### config.mk
export PLATFORM = sky130hd
export DESIGN_NAME = sct_core
export DESIGN_NICKNAME = d
export VERILOG_FILES = /design/src/common/sct_pkg.sv /design/src/sct_core.sv
export SDC_FILE = /design/constraint.sdc
export NUM_CORES = 1
export LEC_CHECK = 0
export BUFFER_PORTS_ARGS = -buffer_cell sky130_fd_sc_hd__buf_2
export CORE_MARGIN = 2
export CORE_UTILIZATION = 61
export CTS_CLUSTER_DIAMETER = 200
export DETAILED_ROUTE_END_ITERATION = 10
export PLACE_DENSITY = 0.87
export SLEW_MARGIN = 20
export SYNTH_ARGS = -nofsm -noshare
export SYNTH_HDL_FRONTEND = slang
export SYNTH_SLANG_ARGS = --single-unit
### constraint.sdc
create_clock -name clk_i -period 8.9 [get_ports clk_i]
set_clock_uncertainty 0.1 [all_clocks]
set_input_delay 1.78 -clock clk_i [delete_from_list [all_inputs] [get_ports clk_i]]
set_output_delay 1.78 -clock clk_i [all_outputs]
set_load 0.02 [all_outputs]
### src/common/sct_pkg.sv
// Purpose: constants and types of the chip-select timing and transfer core
// Assumes: one 100 MHz module clock, no register bus
// Notes: control bits of the combined transmit register sit in byte 3
// ----------------------------------------------------------------
// How it works
// - Master setup delay spans 3 to 257 cycles
// - Setup lasts field plus 2, zero skips
// - Setup only with chip select, previous hold clear
// - Master hold after last edge, 2 to 256
// - Hold lasts field plus 1, zero skips
// - Phase 0 adds half serial clock period
// - Hold only with chip select, current hold clear
// - Enabled inter-word wait lasts field plus 2
// - Wait follows hold end, or last edge when hold is skipped
// - Full 32-bit write uses new wait settings
// - Kept chip select skips hold and setup
// - Module reset clears only current keep bit
// - Slave control writes force format select to 0
// - Master when both mode bits 1, slave 0
// - Master drives clock, slave-in; slave drives slave-out
// - Master data byte writes start a transfer
// - Each clock pulse moves one bit each way
// - Received word stored right-justified in buffer
// - Slave data writes mark slave ready
// ----------------------------------------------------------------
package sct_pkg;
    localparam int FMT_SETS = 4;
    localparam int CTRL_BYTE = 3;
    localparam int KEEP_BIT = 28;
    localparam int INTER_WORD_DELAY_EN_BIT = 26;
    localparam int FSEL_LSB = 24;
    localparam logic [4:0] DATA_BITS = 5'h10;
    localparam logic [9:0] SETUP_EXTRA = 10'h002;
    localparam logic [9:0] HOLD_EXTRA = 10'h001;
    localparam logic [9:0] WAIT_EXTRA = 10'h002;
    localparam logic [3:0] SYNC_RST = 4'h1;
    localparam logic KEEP_RST = 1'b0;

    typedef struct packed {
        logic [7:0] clock_divider;
        logic [4:0] word_length;
        logic [5:0] inter_word_delay;
        logic phase;
        logic polarity;
    } sct_fmt_s;

    typedef struct packed {
        logic [15:0] data;
        logic wait_en;
        logic [5:0] wait_len;
    } sct_pend_s;

    typedef enum logic [2:0] {
        ST_IDLE = 3'b000,
        ST_SETUP = 3'b001,
        ST_SHIFT = 3'b010,
        ST_HOLD = 3'b011,
        ST_WAIT = 3'b100
    } sct_state_e;
endpackage : sct_pkg

### src/sct_core.sv
// Purpose: master and slave transfer core with chip-select timing
// Assumes: settings stable while enabled
// Notes: pins are split into input, output and active-low enable
`timescale 1ns/10ps
module sct_core (
    // Clock and reset
    input wire logic clk_i,
    input wire logic reset_n_i,
    // Mode and configuration
    input wire logic module_reset_n_i,
    input wire logic enable_i,
    input wire logic clock_source_sel_i,
    input wire logic master_sel_i,
    input wire logic cs_pin_en_i,
    input wire logic [7:0] cs_setup_delay_i,
    input wire logic [7:0] cs_hold_delay_i,
    input wire sct_pkg::sct_fmt_s [3:0] fmt_i,
    // Transmit register writes
    input wire logic tx_wr_i,
    input wire logic tx_to_ctrl_i,
    input wire logic [3:0] tx_be_i,
    input wire logic [31:0] tx_wdata_i,
    // Receive and status
    output logic [15:0] rx_data_o,
    output logic rx_valid_o,
    output logic busy_o,
    output logic slave_ready_o,
    output logic cs_keep_o,
    // Serial pins
    input wire logic serial_clock_pin_i,
    output logic serial_clock_pin_o,
    output logic serial_clock_pin_oe_n_o,
    input wire logic slave_in_pin_i,
    output logic slave_in_pin_o,
    output logic slave_in_pin_oe_n_o,
    input wire logic slave_out_pin_i,
    output logic slave_out_pin_o,
    output logic slave_out_pin_oe_n_o,
    input wire logic chip_select_pin_n_i,
    output logic chip_select_pin_n_o,
    output logic chip_select_pin_oe_n_o
);
    // ----------------------------------------------------------------
    // Pin synchronisers
    // ----------------------------------------------------------------
    wire [3:0] pin_raw = {serial_clock_pin_i, slave_in_pin_i, slave_out_pin_i, chip_select_pin_n_i};
    logic [3:0] sync1_reg;
    logic [3:0] sync2_reg;
    logic sclk_d_reg;

    for (genvar g = 0; g < 4; g++) begin : g_sync
        always_ff @(posedge clk_i or negedge reset_n_i) begin
            if (!reset_n_i) begin
                sync1_reg[g] <= sct_pkg::SYNC_RST[g];
                sync2_reg[g] <= sct_pkg::SYNC_RST[g];
            end else begin
                sync1_reg[g] <= pin_raw[g];
                sync2_reg[g] <= sync1_reg[g];
            end
        end
    end

    always_ff @(posedge clk_i or negedge reset_n_i) begin
        if (!reset_n_i) begin
            sclk_d_reg <= 1'b0;
        end else begin
            sclk_d_reg <= sync2_reg[3];
        end
    end

    function automatic logic [15:0] len_mask(input logic [4:0] len);
        len_mask = 16'(({1'b0, 16'h0} | 17'h1) << len) - 16'h1;
    endfunction : len_mask

    // ----------------------------------------------------------------
    // Mode and write decode
    // ----------------------------------------------------------------
    sct_pkg::sct_state_e st_reg;
    logic cur_keep_reg;
    logic prev_keep_reg;
    logic inter_word_delay_en_reg;
    logic [1:0] fsel_reg;
    logic pend_v_reg;
    sct_pkg::sct_pend_s pend_reg;
    logic cs_act_reg;
    logic w_en_reg;
    logic [5:0] w_len_reg;
    logic [9:0] cnt_reg;
    logic [8:0] tick_reg;
    logic sclk_reg;
    logic [5:0] edge_reg;
    logic rxbit_reg;
    logic [15:0] sh_reg;

    wire is_master = clock_source_sel_i & master_sel_i;
    wire is_slave = ~clock_source_sel_i & ~master_sel_i;
    wire run = enable_i & module_reset_n_i;
    wire data_wr = tx_wr_i & (|tx_be_i[1:0]);
    wire ctrl_wr = tx_wr_i & tx_to_ctrl_i & tx_be_i[sct_pkg::CTRL_BYTE];
    wire full_wr = tx_wr_i & tx_to_ctrl_i & (&tx_be_i);
    wire [1:0] new_fsel = is_master ? tx_wdata_i[sct_pkg::FSEL_LSB+:2] : 2'h0;
    wire sct_pkg::sct_fmt_s fmt = fmt_i[is_master ? fsel_reg : 2'h0];
    wire [8:0] half = {1'b0, fmt.clock_divider} + 9'h001;
    wire sel = ~cs_pin_en_i | ~sync2_reg[0];
    wire m_start = (st_reg == sct_pkg::ST_IDLE) & pend_v_reg & is_master & run;
    wire s_load = data_wr & is_slave;
    wire setup_on = cs_pin_en_i & ~prev_keep_reg & (|cs_setup_delay_i) & ~cs_act_reg;
    wire hold_on = cs_pin_en_i & ~cur_keep_reg & (|cs_hold_delay_i);
    wire [9:0] setup_len = {2'h0, cs_setup_delay_i} + sct_pkg::SETUP_EXTRA;
    wire [9:0] hold_len = {2'h0, cs_hold_delay_i} + sct_pkg::HOLD_EXTRA + (fmt.phase ? 10'h0 : {1'b0, half});
    wire [9:0] wait_len = {4'h0, w_len_reg} + sct_pkg::WAIT_EXTRA;
    wire mtick = (st_reg == sct_pkg::ST_SHIFT) & (tick_reg == 9'h001);
    wire sedge = is_slave & run & sel & (sync2_reg[3] ^ sclk_d_reg);
    wire ev = is_master ? mtick : sedge;
    wire lead = ev & ~edge_reg[0];
    wire last = ev & (edge_reg == 6'({fmt.word_length, 1'b0} - 6'h01));
    wire samp = fmt.phase ? ~lead : lead;
    wire din = is_master ? sync2_reg[1] : sync2_reg[2];
    wire [15:0] mask = len_mask(fmt.word_length);
    wire [15:0] word_done = {sh_reg[14:0], fmt.phase ? din : rxbit_reg} & mask;
    wire [15:0] load_src = is_master ? pend_reg.data : tx_wdata_i[15:0];
    wire [15:0] sh_load = load_src << (sct_pkg::DATA_BITS - fmt.word_length);

    // ----------------------------------------------------------------
    // Control bits and pending word
    // ----------------------------------------------------------------
    always_ff @(posedge clk_i or negedge reset_n_i) begin
        if (!reset_n_i) begin
            cur_keep_reg <= sct_pkg::KEEP_RST;
            prev_keep_reg <= sct_pkg::KEEP_RST;
            inter_word_delay_en_reg <= 1'b0;
            fsel_reg <= 2'h0;
        end else if (!module_reset_n_i) begin
            cur_keep_reg <= sct_pkg::KEEP_RST;
        end else if (ctrl_wr) begin
            prev_keep_reg <= cur_keep_reg;
            cur_keep_reg <= tx_wdata_i[sct_pkg::KEEP_BIT];
            inter_word_delay_en_reg <= tx_wdata_i[sct_pkg::INTER_WORD_DELAY_EN_BIT];
            fsel_reg <= new_fsel;
        end else if (tx_wr_i && tx_to_ctrl_i && is_slave) begin
            fsel_reg <= 2'h0;
        end
    end

    always_ff @(posedge clk_i or negedge reset_n_i) begin
        if (!reset_n_i) begin
            pend_v_reg <= 1'b0;
            pend_reg <= '0;
        end else begin
            if (m_start || !module_reset_n_i) begin
                pend_v_reg <= 1'b0;
            end
            if (data_wr && is_master && module_reset_n_i) begin
                pend_v_reg <= 1'b1;
                pend_reg.data <= tx_wdata_i[15:0];
                pend_reg.wait_en <= full_wr ? tx_wdata_i[sct_pkg::INTER_WORD_DELAY_EN_BIT] : inter_word_delay_en_reg;
                pend_reg.wait_len <= fmt_i[full_wr ? new_fsel : fsel_reg].inter_word_delay;
            end
        end
    end

    // ----------------------------------------------------------------
    // Master sequencer
    // ----------------------------------------------------------------
    always_ff @(posedge clk_i or negedge reset_n_i) begin
        if (!reset_n_i) begin
            st_reg <= sct_pkg::ST_IDLE;
            cs_act_reg <= 1'b0;
            w_en_reg <= 1'b0;
            w_len_reg <= 6'h00;
            cnt_reg <= 10'h000;
            tick_reg <= 9'h000;
            sclk_reg <= 1'b0;
        end else if (!module_reset_n_i) begin
            st_reg <= sct_pkg::ST_IDLE;
            cs_act_reg <= 1'b0;
        end else begin
            case (st_reg)
                sct_pkg::ST_IDLE: begin
                    sclk_reg <= fmt.polarity;
                    tick_reg <= half;
                    if (m_start) begin
                        cs_act_reg <= cs_pin_en_i;
                        w_en_reg <= pend_reg.wait_en;
                        w_len_reg <= pend_reg.wait_len;
                        cnt_reg <= setup_len;
                        st_reg <= setup_on ? sct_pkg::ST_SETUP : sct_pkg::ST_SHIFT;
                    end
                end
                sct_pkg::ST_SETUP: begin
                    cnt_reg <= cnt_reg - 10'h001;
                    if (cnt_reg == 10'h001) begin
                        st_reg <= sct_pkg::ST_SHIFT;
                    end
                end
                sct_pkg::ST_SHIFT: begin
                    tick_reg <= (tick_reg == 9'h001) ? half : tick_reg - 9'h001;
                    if (mtick) begin
                        sclk_reg <= ~sclk_reg;
                    end
                    if (mtick && last) begin
                        if (hold_on) begin
                            st_reg <= sct_pkg::ST_HOLD;
                            cnt_reg <= hold_len;
                        end else begin
                            cs_act_reg <= cs_act_reg & cur_keep_reg;
                            st_reg <= w_en_reg ? sct_pkg::ST_WAIT : sct_pkg::ST_IDLE;
                            cnt_reg <= wait_len;
                        end
                    end
                end
                sct_pkg::ST_HOLD: begin
                    cnt_reg <= cnt_reg - 10'h001;
                    if (cnt_reg == 10'h001) begin
                        cs_act_reg <= 1'b0;
                        st_reg <= w_en_reg ? sct_pkg::ST_WAIT : sct_pkg::ST_IDLE;
                        cnt_reg <= wait_len;
                    end
                end
                sct_pkg::ST_WAIT: begin
                    cnt_reg <= cnt_reg - 10'h001;
                    if (cnt_reg == 10'h001) begin
                        st_reg <= sct_pkg::ST_IDLE;
                    end
                end
                default: begin
                    st_reg <= sct_pkg::ST_IDLE;
                end
            endcase
        end
    end

    // ----------------------------------------------------------------
    // Shift engine shared by master and slave
    // ----------------------------------------------------------------
    always_ff @(posedge clk_i or negedge reset_n_i) begin
        if (!reset_n_i) begin
            edge_reg <= 6'h00;
            rxbit_reg <= 1'b0;
            sh_reg <= 16'h0000;
            rx_data_o <= 16'h0000;
            rx_valid_o <= 1'b0;
            slave_ready_o <= 1'b0;
        end else begin
            rx_valid_o <= 1'b0;
            if (is_slave && !sel) begin
                edge_reg <= 6'h00;
            end else if (ev) begin
                edge_reg <= edge_reg + 6'h01;
                if (samp) begin
                    rxbit_reg <= din;
                end
                if (last) begin
                    sh_reg <= word_done;
                    rx_data_o <= word_done;
                    rx_valid_o <= 1'b1;
                    edge_reg <= 6'h00;
                    slave_ready_o <= 1'b0;
                end else if (!samp && !(fmt.phase && edge_reg == 6'h00)) begin
                    sh_reg <= {sh_reg[14:0], rxbit_reg};
                end
            end
            if (m_start || s_load) begin
                sh_reg <= sh_load;
                edge_reg <= 6'h00;
            end
            if (s_load) begin
                slave_ready_o <= 1'b1;
            end
            if (!module_reset_n_i) begin
                slave_ready_o <= 1'b0;
            end
        end
    end

    // ----------------------------------------------------------------
    // Outputs
    // ----------------------------------------------------------------
    assign busy_o = (st_reg != sct_pkg::ST_IDLE) | pend_v_reg;
    assign cs_keep_o = cur_keep_reg;
    assign serial_clock_pin_o = sclk_reg;
    assign serial_clock_pin_oe_n_o = ~is_master;
    assign slave_in_pin_o = sh_reg[15];
    assign slave_in_pin_oe_n_o = ~is_master;
    assign slave_out_pin_o = sh_reg[15];
    assign slave_out_pin_oe_n_o = ~(is_slave & sel);
    assign chip_select_pin_n_o = ~cs_act_reg;
    assign chip_select_pin_oe_n_o = ~(is_master & cs_pin_en_i);
endmodule : sct_core

; ---- Word level (Yosys, flattened, before mapping)
; Index checks and enable logic that the tools add are counted.
[word_totals]
regBits = 110
latchBits = 0
ram_bits = 0
mem_bits_ro = 0
in_bits = 149
out_inout_bits = 28
elab_cells = 213
n_memories = 0
[classes]
addsub = 11
multipliers = 0
n_div = 0
magnitude_cmp = 2
eq_ne = 22
shift = 2
n_mux = 62
n_bitwise = 43
n_reduce_logical = 41
[op_table]
columns = operator, n
row1 = two-way mux 16 bit, 6
row2 = binary-select mux 21 bit (select 2 bit), 2
row3 = two-way mux 10 bit, 4
row4 = case mux 10 bit (4 select lines), 1
row5 = bitwise AND 1 bit, 25
row6 = two-way mux 3 bit, 8
row7 = two-way mux 6 bit, 4
row8 = two-way mux 1 bit, 23
row9 = two-way mux 21 bit, 1
row10 = "adder 8 x 1 -> 9 bit, second input constant", 2
row11 = two-way mux 9 bit, 2
row12 = "inequality test 3 bit, second input constant", 6
row13 = case mux 9 bit (2 select lines), 1
row14 = AND reduction 3 bit, 6
row15 = bitwise AND 16 bit, 1
row16 = OR reduction 8 bit, 2
row17 = "<< shifter 1 x 5 -> 16 bit, first input constant", 1
row18 = << shifter 16 x 5 -> 16 bit, 1
row19 = "subtractor 16 x 1 -> 16 bit, second input constant", 1
row20 = case mux 3 bit (5 select lines), 1
row21 = NOT 1 bit, 14
row22 = two-way mux 2 bit, 6
row23 = adder 9 x 9 -> 10 bit, 1
row24 = "== test 10 x 1 -> 1 bit, second input constant", 1
row25 = other kinds (35), 63

; ---- Depth between registers and ports, before layout
[depth]
ltp_word = 16
depth_mapped = 22
ltp_nobuf = 19

; ---- Worst setup path after synthesis
; OpenSTA, ideal clock, no wires.
[synth_timing]
path_kind = in2reg
from = input port clock_source_sel_i
to = register cnt_reg[8]
setup_time_ns = 0.123
t_arrival_ns = 5.040
required_ns = 8.677
path_slack_ns = 3.636
stages = 20
path_buffers = 3
path_cell_list = and2_1 > buf_2 > buf_2 > buf_2 > nand3_1 > a21oi_1 > a221oi_1 > inv_1 > ha_1 > and2_1 > fa_1 > a21o_1 > a21oi_1 > nor2b_1 > o21a_1 > o41ai_1 > xnor2_1 > o221ai_1 > o21ai_0 > o21ai_1
[synth_between]
elab_chain_len = 10
elab_cells_between_ends = 25
cone_classes = add/sub (3) / eq/ne (3) / mux (8) / bitwise (9) / reduce/logical (2)
[synth_rtl]
columns = item, line
row1 = start: declaration, sct_core.sv:12  ; input wire logic clock_source_sel_i,
row2 = bitwise AND 1 bit / NOT 1 bit (equally long branches), "sct_core.sv:95, sct_core.sv:96"
row3 = two-way mux 2 bit / bitwise AND 1 bit (equally long branches), "sct_core.sv:102, sct_core.sv:96"
row4 = binary-select mux 21 bit (select 2 bit) / bitwise AND 1 bit (equally long branches), "sct_core.sv:102, sct_core.sv:113"
row5 = two-way mux 21 bit / bitwise AND 1 bit (equally long branches), "sct_core.sv:102, sct_core.sv:113"
row6 = adder 8 x 1 -> 9 bit (tied with other cells), sct_core.sv:103  ; wire [8:0] half = {1'b0, fmt.clock_divider} + 9'h001;
row7 = two-way mux 9 bit (tied with other cells), sct_core.sv:110  ; wire [9:0] hold_len = {2'h0, cs_hold_delay_i} + sct_pkg::HOLD_EXTRA + (fmt.phase ? 10'h0 : {1'b0, half});
row8 = adder 9 x 9 -> 10 bit / bitwise AND 1 bit (equally long branches), "sct_core.sv:110, sct_core.sv:116"
row9 = two-way mux 10 bit / logical AND 1 bit (equally long branches), "sct_core.sv:202, sct_core.sv:201"
row10 = two-way mux 10 bit / inequality test 2 x 1 -> 1 bit (equally long branches), n/a
row11 = case mux 10 bit (4 select lines) / AND reduction 4 bit (equally long branches), n/a
row12 = end signal: assignment, sct_core.sv:186  ; cnt_reg <= setup_len;
row13 = end signal: assignment, sct_core.sv:204  ; cnt_reg <= hold_len;
row14 = end signal: assignment, sct_core.sv:208  ; cnt_reg <= wait_len;
row15 = end: declaration, sct_core.sv:88  ; logic [9:0] cnt_reg;
; Parallel ways exist; a longest one is shown, timed or not. The select of a mux whose other input is x is not followed.
; A chain may end at the register's enable or synchronous reset.

; ---- Worst setup path in the final report
[layout_timing]
from = input port master_sel_i
to = register cnt_reg[9]
[layout_between]
elab_chain_len = 10
elab_cells_between_ends = 25
cone_classes = add/sub (3) / eq/ne (3) / mux (8) / bitwise (9) / reduce/logical (2)
[layout_rtl]
columns = item, line
row1 = start: declaration, sct_core.sv:13  ; input wire logic master_sel_i,
row2 = bitwise AND 1 bit / NOT 1 bit (equally long branches), "sct_core.sv:95, sct_core.sv:96"
row3 = two-way mux 2 bit / bitwise AND 1 bit (equally long branches), "sct_core.sv:102, sct_core.sv:96"
row4 = binary-select mux 21 bit (select 2 bit) / bitwise AND 1 bit (equally long branches), "sct_core.sv:102, sct_core.sv:113"
row5 = two-way mux 21 bit / bitwise AND 1 bit (equally long branches), "sct_core.sv:102, sct_core.sv:113"
row6 = adder 8 x 1 -> 9 bit (tied with other cells), sct_core.sv:103
row7 = two-way mux 9 bit (tied with other cells), sct_core.sv:110
row8 = adder 9 x 9 -> 10 bit / bitwise AND 1 bit (equally long branches), "sct_core.sv:110, sct_core.sv:116"
row9 = two-way mux 10 bit / logical AND 1 bit (equally long branches), "sct_core.sv:202, sct_core.sv:201"
row10 = two-way mux 10 bit / inequality test 2 x 1 -> 1 bit (equally long branches), n/a
row11 = case mux 10 bit (4 select lines) / AND reduction 4 bit (equally long branches), n/a
; Parallel ways exist; a longest one is shown, timed or not. The select of a mux whose other input is x is not followed.

==> impl_metrics.tcl <==
set metrics [dict create \
    synth_ff_type "dfrtp_1" \
    cts_max_level 3 \
    grt_pass1_vias 7776 \
    mappedNetlistArea_um2 8680 \
    cts.repair_timing.setup_buffer_count 0 \
    io-pin-count 177 \
    fin_cells 1339 \
    post_drt_via_cell_ratio 6.55 \
    ys_types 86 \
    synthesis.nets 1209 \
    yosysWarningCount 0 \
    fp-row-count 43 \
    synth_top_area_share_pct 31.2 \
    insertion_delay_ns 0.37 \
    hold_bufs_at_cts 0 \
    drt_iter0_drc 1018 \
    grt_max_degree 79 \
    chipHeight_um 123 \
    cts_resized 0 \
    clk_path_buf_depth 2 \
    finalMaxSlewViolations 0 \
    final-setup-viol-count 0 \
    post-synth-top-count-cell "nand2_1" \
    worst_slew_pin_slew_ns 1.10 \
    worstPathRequired_ns 9.03 \
    slew_headroom_pct 27.0 \
    path_type_of_the_worst_min_delay_path "reg2reg" \
    remaining_drcs 0 \
    grt_antenna_before_repair 0 \
    postSynthAreaPerCell_um2 8.38 \
    wirelength_um 25000 \
    post-route-period-util_pct 77.0 \
    grt_use_total_pct 33.5 \
    criticalPathCategory "in2reg" \
    drt_first_pass_iters 6 \
    crit_arrival_ns 6.99 \
    tritoncts.num_buffers 9 \
    die-width_um 123 \
    design.die.area_um2 15200 \
    seq_area_frac_synth_pct 31.8 \
    placedCellCount 1322 \
    path_clk_slew_ns 0.08 \
    placement.cell_area_um2 9510 \
    start_util_pct 62.5 \
    synth_commonest_cells "120 x nand2_1, 108 x dfrtp_1, 101 x nor2_1, 61 x o21ai_0" \
    layout.nets 1328 \
    drive_gt1_share_pct 22.7 \
    final_hold_violating_endpoints 0 \
    timing.critical_path.fanout_max 31 \
    netlist_instances 1035 \
    irDropWorstVdd_mv 0.106 \
    rsz0062_at_grt "no" \
    biggest_area_contributors_in_the_synthesized_netlist "dfrtp_1 31%, mux2i_1 5.5%, nand2_1 5.2%, mux2_2 5.1%, nor2_1 4.4%" \
    run_status "finished, final reports clean" \
    finalCriticalPeriod_ns 6.86 \
    ant_nets 0 \
    area_growth_syn_to_layout_pct 13.3 \
    post_route_utilization_pct 70.8 \
    largest_reg_flops 23 \
    endpoint_kind "register" \
    final_area_um2 9830 \
    ys_seq_elements 110 \
    synth_edf_count 0 \
    post-synth-top-area-cell "dfrtp_1" \
    setup_tns_ns 0 \
    routabilityCongestion 1.02 \
    numClockSinks 110 \
    power-per-cell-area_nw_per_um2 193 \
    filler_cell_count 1081 \
    max_freq_mhz 146 \
    power.total_mw 1.89 \
    dr_vias 8767 \
    avgRoutedWirePerCell_um 18.7 \
    antennaDiodeCount 0 \
    grt.overflow.total 0 \
    power.leakage_nw 4.46 \
    cap_viol_max_count 0 \
    cp-start-kind "input pin" \
    grt_first_pass_wirelength_um 39600 \
    core_area_um2 13900 \
    cts.root.buffer_cell "clkbuf_16" \
    cts_tree "built" \
    hpwlAfterDp_um 18600 \
    io_buffers 164 \
    postSynth.asyncResetShare_pct 100 \
]
[cell usage in the layout (no fill, tap or decap), types with 18 or more instances in the layout]
cell type	count
a21oi_1	51
a31oi_1	22
buf_2	163
dfrtp_1	108
ha_1	24
inv_1	28
mux2_2	39
mux2i_1	48
nand2_1	120
nand3_1	51
nor2_1	101
nor3_1	24
o211ai_1	18
o21ai_0	61
xor2_1	19
[metrics by stage]
| step | setup WS (ns) | hold slack (ns) |
|---|---|---|
| after detailed placement | 1.56 | 0.242 |
| after CTS | 1.92 | 0.263 |
| after floorplan | 3.64 | 0.231 |
| after global routing | 1.72 | 0.270 |
| final | 2.04 | 0.258 |
| after global placement | 1.70 | 0.235 |
[final timing paths]
kind | slack (ns) | startpoint | cells after the start | end
worst min register to register | 0.26 | sync1_reg[2] | 0 | sync2_reg[2]
min in group asynchronous | 1.24 | reset_n_i | 1 | cnt_reg[5]
worst max-delay path | 2.04 | master_sel_i | 15 | cnt_reg[9]
worst max register to register | 2.87 | fsel_reg[0] | 14 | cnt_reg[9]
worst min-delay path | 0.26 | sync1_reg[2] | 0 | sync2_reg[2]
max in group asynchronous | 6.37 | reset_n_i | 3 | sync1_reg[1]
[kinds of logic after synthesis]
group | count (synthesis) | synth area share [%]
adder cells (fa/ha/maj) | 25 | 3.69
flip-flops | 110 | 31.8
AND/OR/NAND/NOR | 396 | 21.9
multiplexers | 97 | 13.2
XOR/XNOR | 36 | 3.79
buffers and inverters | 96 | 4.73
AO/OA/AOI/OAI | 275 | 20.9
[final cells by class]
| class | instances | area [um2] | share of cell area (%) |
|---|---|---|---|
| Tap cell | 180 | 225 | 2.29 |
| Inverter | 30 | 113 | 1.15 |
| Clock inverter | 6 | 55.1 | 0.560 |
| Timing Repair Buffer | 174 | 918 | 9.34 |
| Clock buffer | 10 | 229 | 2.33 |
| Sequential cell | 110 | 2760 | 28.0 |
| Multi-Input combinational cell | 829 | 5530 | 56.3 |
[report_power, final]
group / total [mW] / switching, mW / internal [mW]
Combinational: 0.773 / 0.460 / 0.314
Clock: 0.403 / 0.208 / 0.195
Sequential: 0.717 / 0.110 / 0.607
[per-layer routing]
metal	wire (um)	global-route usage (%)	vias up	part of all wire, %
met5	0	0	-	0
met4	840	14.3	0	3.4
met3	2520	6.18	76	10
met2	11400	52.1	570	46
met1	10200	45.9	4075	41
li1	-	-	4046	-
[worst max-delay path: stages]
cell     delay (ns)
buf_2          0.27
and2_1         0.30
buf_4          0.40
o22a_1         0.24
nand2_2        0.22
ha_1           0.32
ha_1           0.89
xor2_1         0.23
nand3_1        0.13
a211o_1        0.28
nor4_4         0.74
a21oi_2        0.19
or3_1          0.66
o21ai_1        0.23
o21ai_1        0.08
Note: power is estimated with default switching activity, not from simulation.
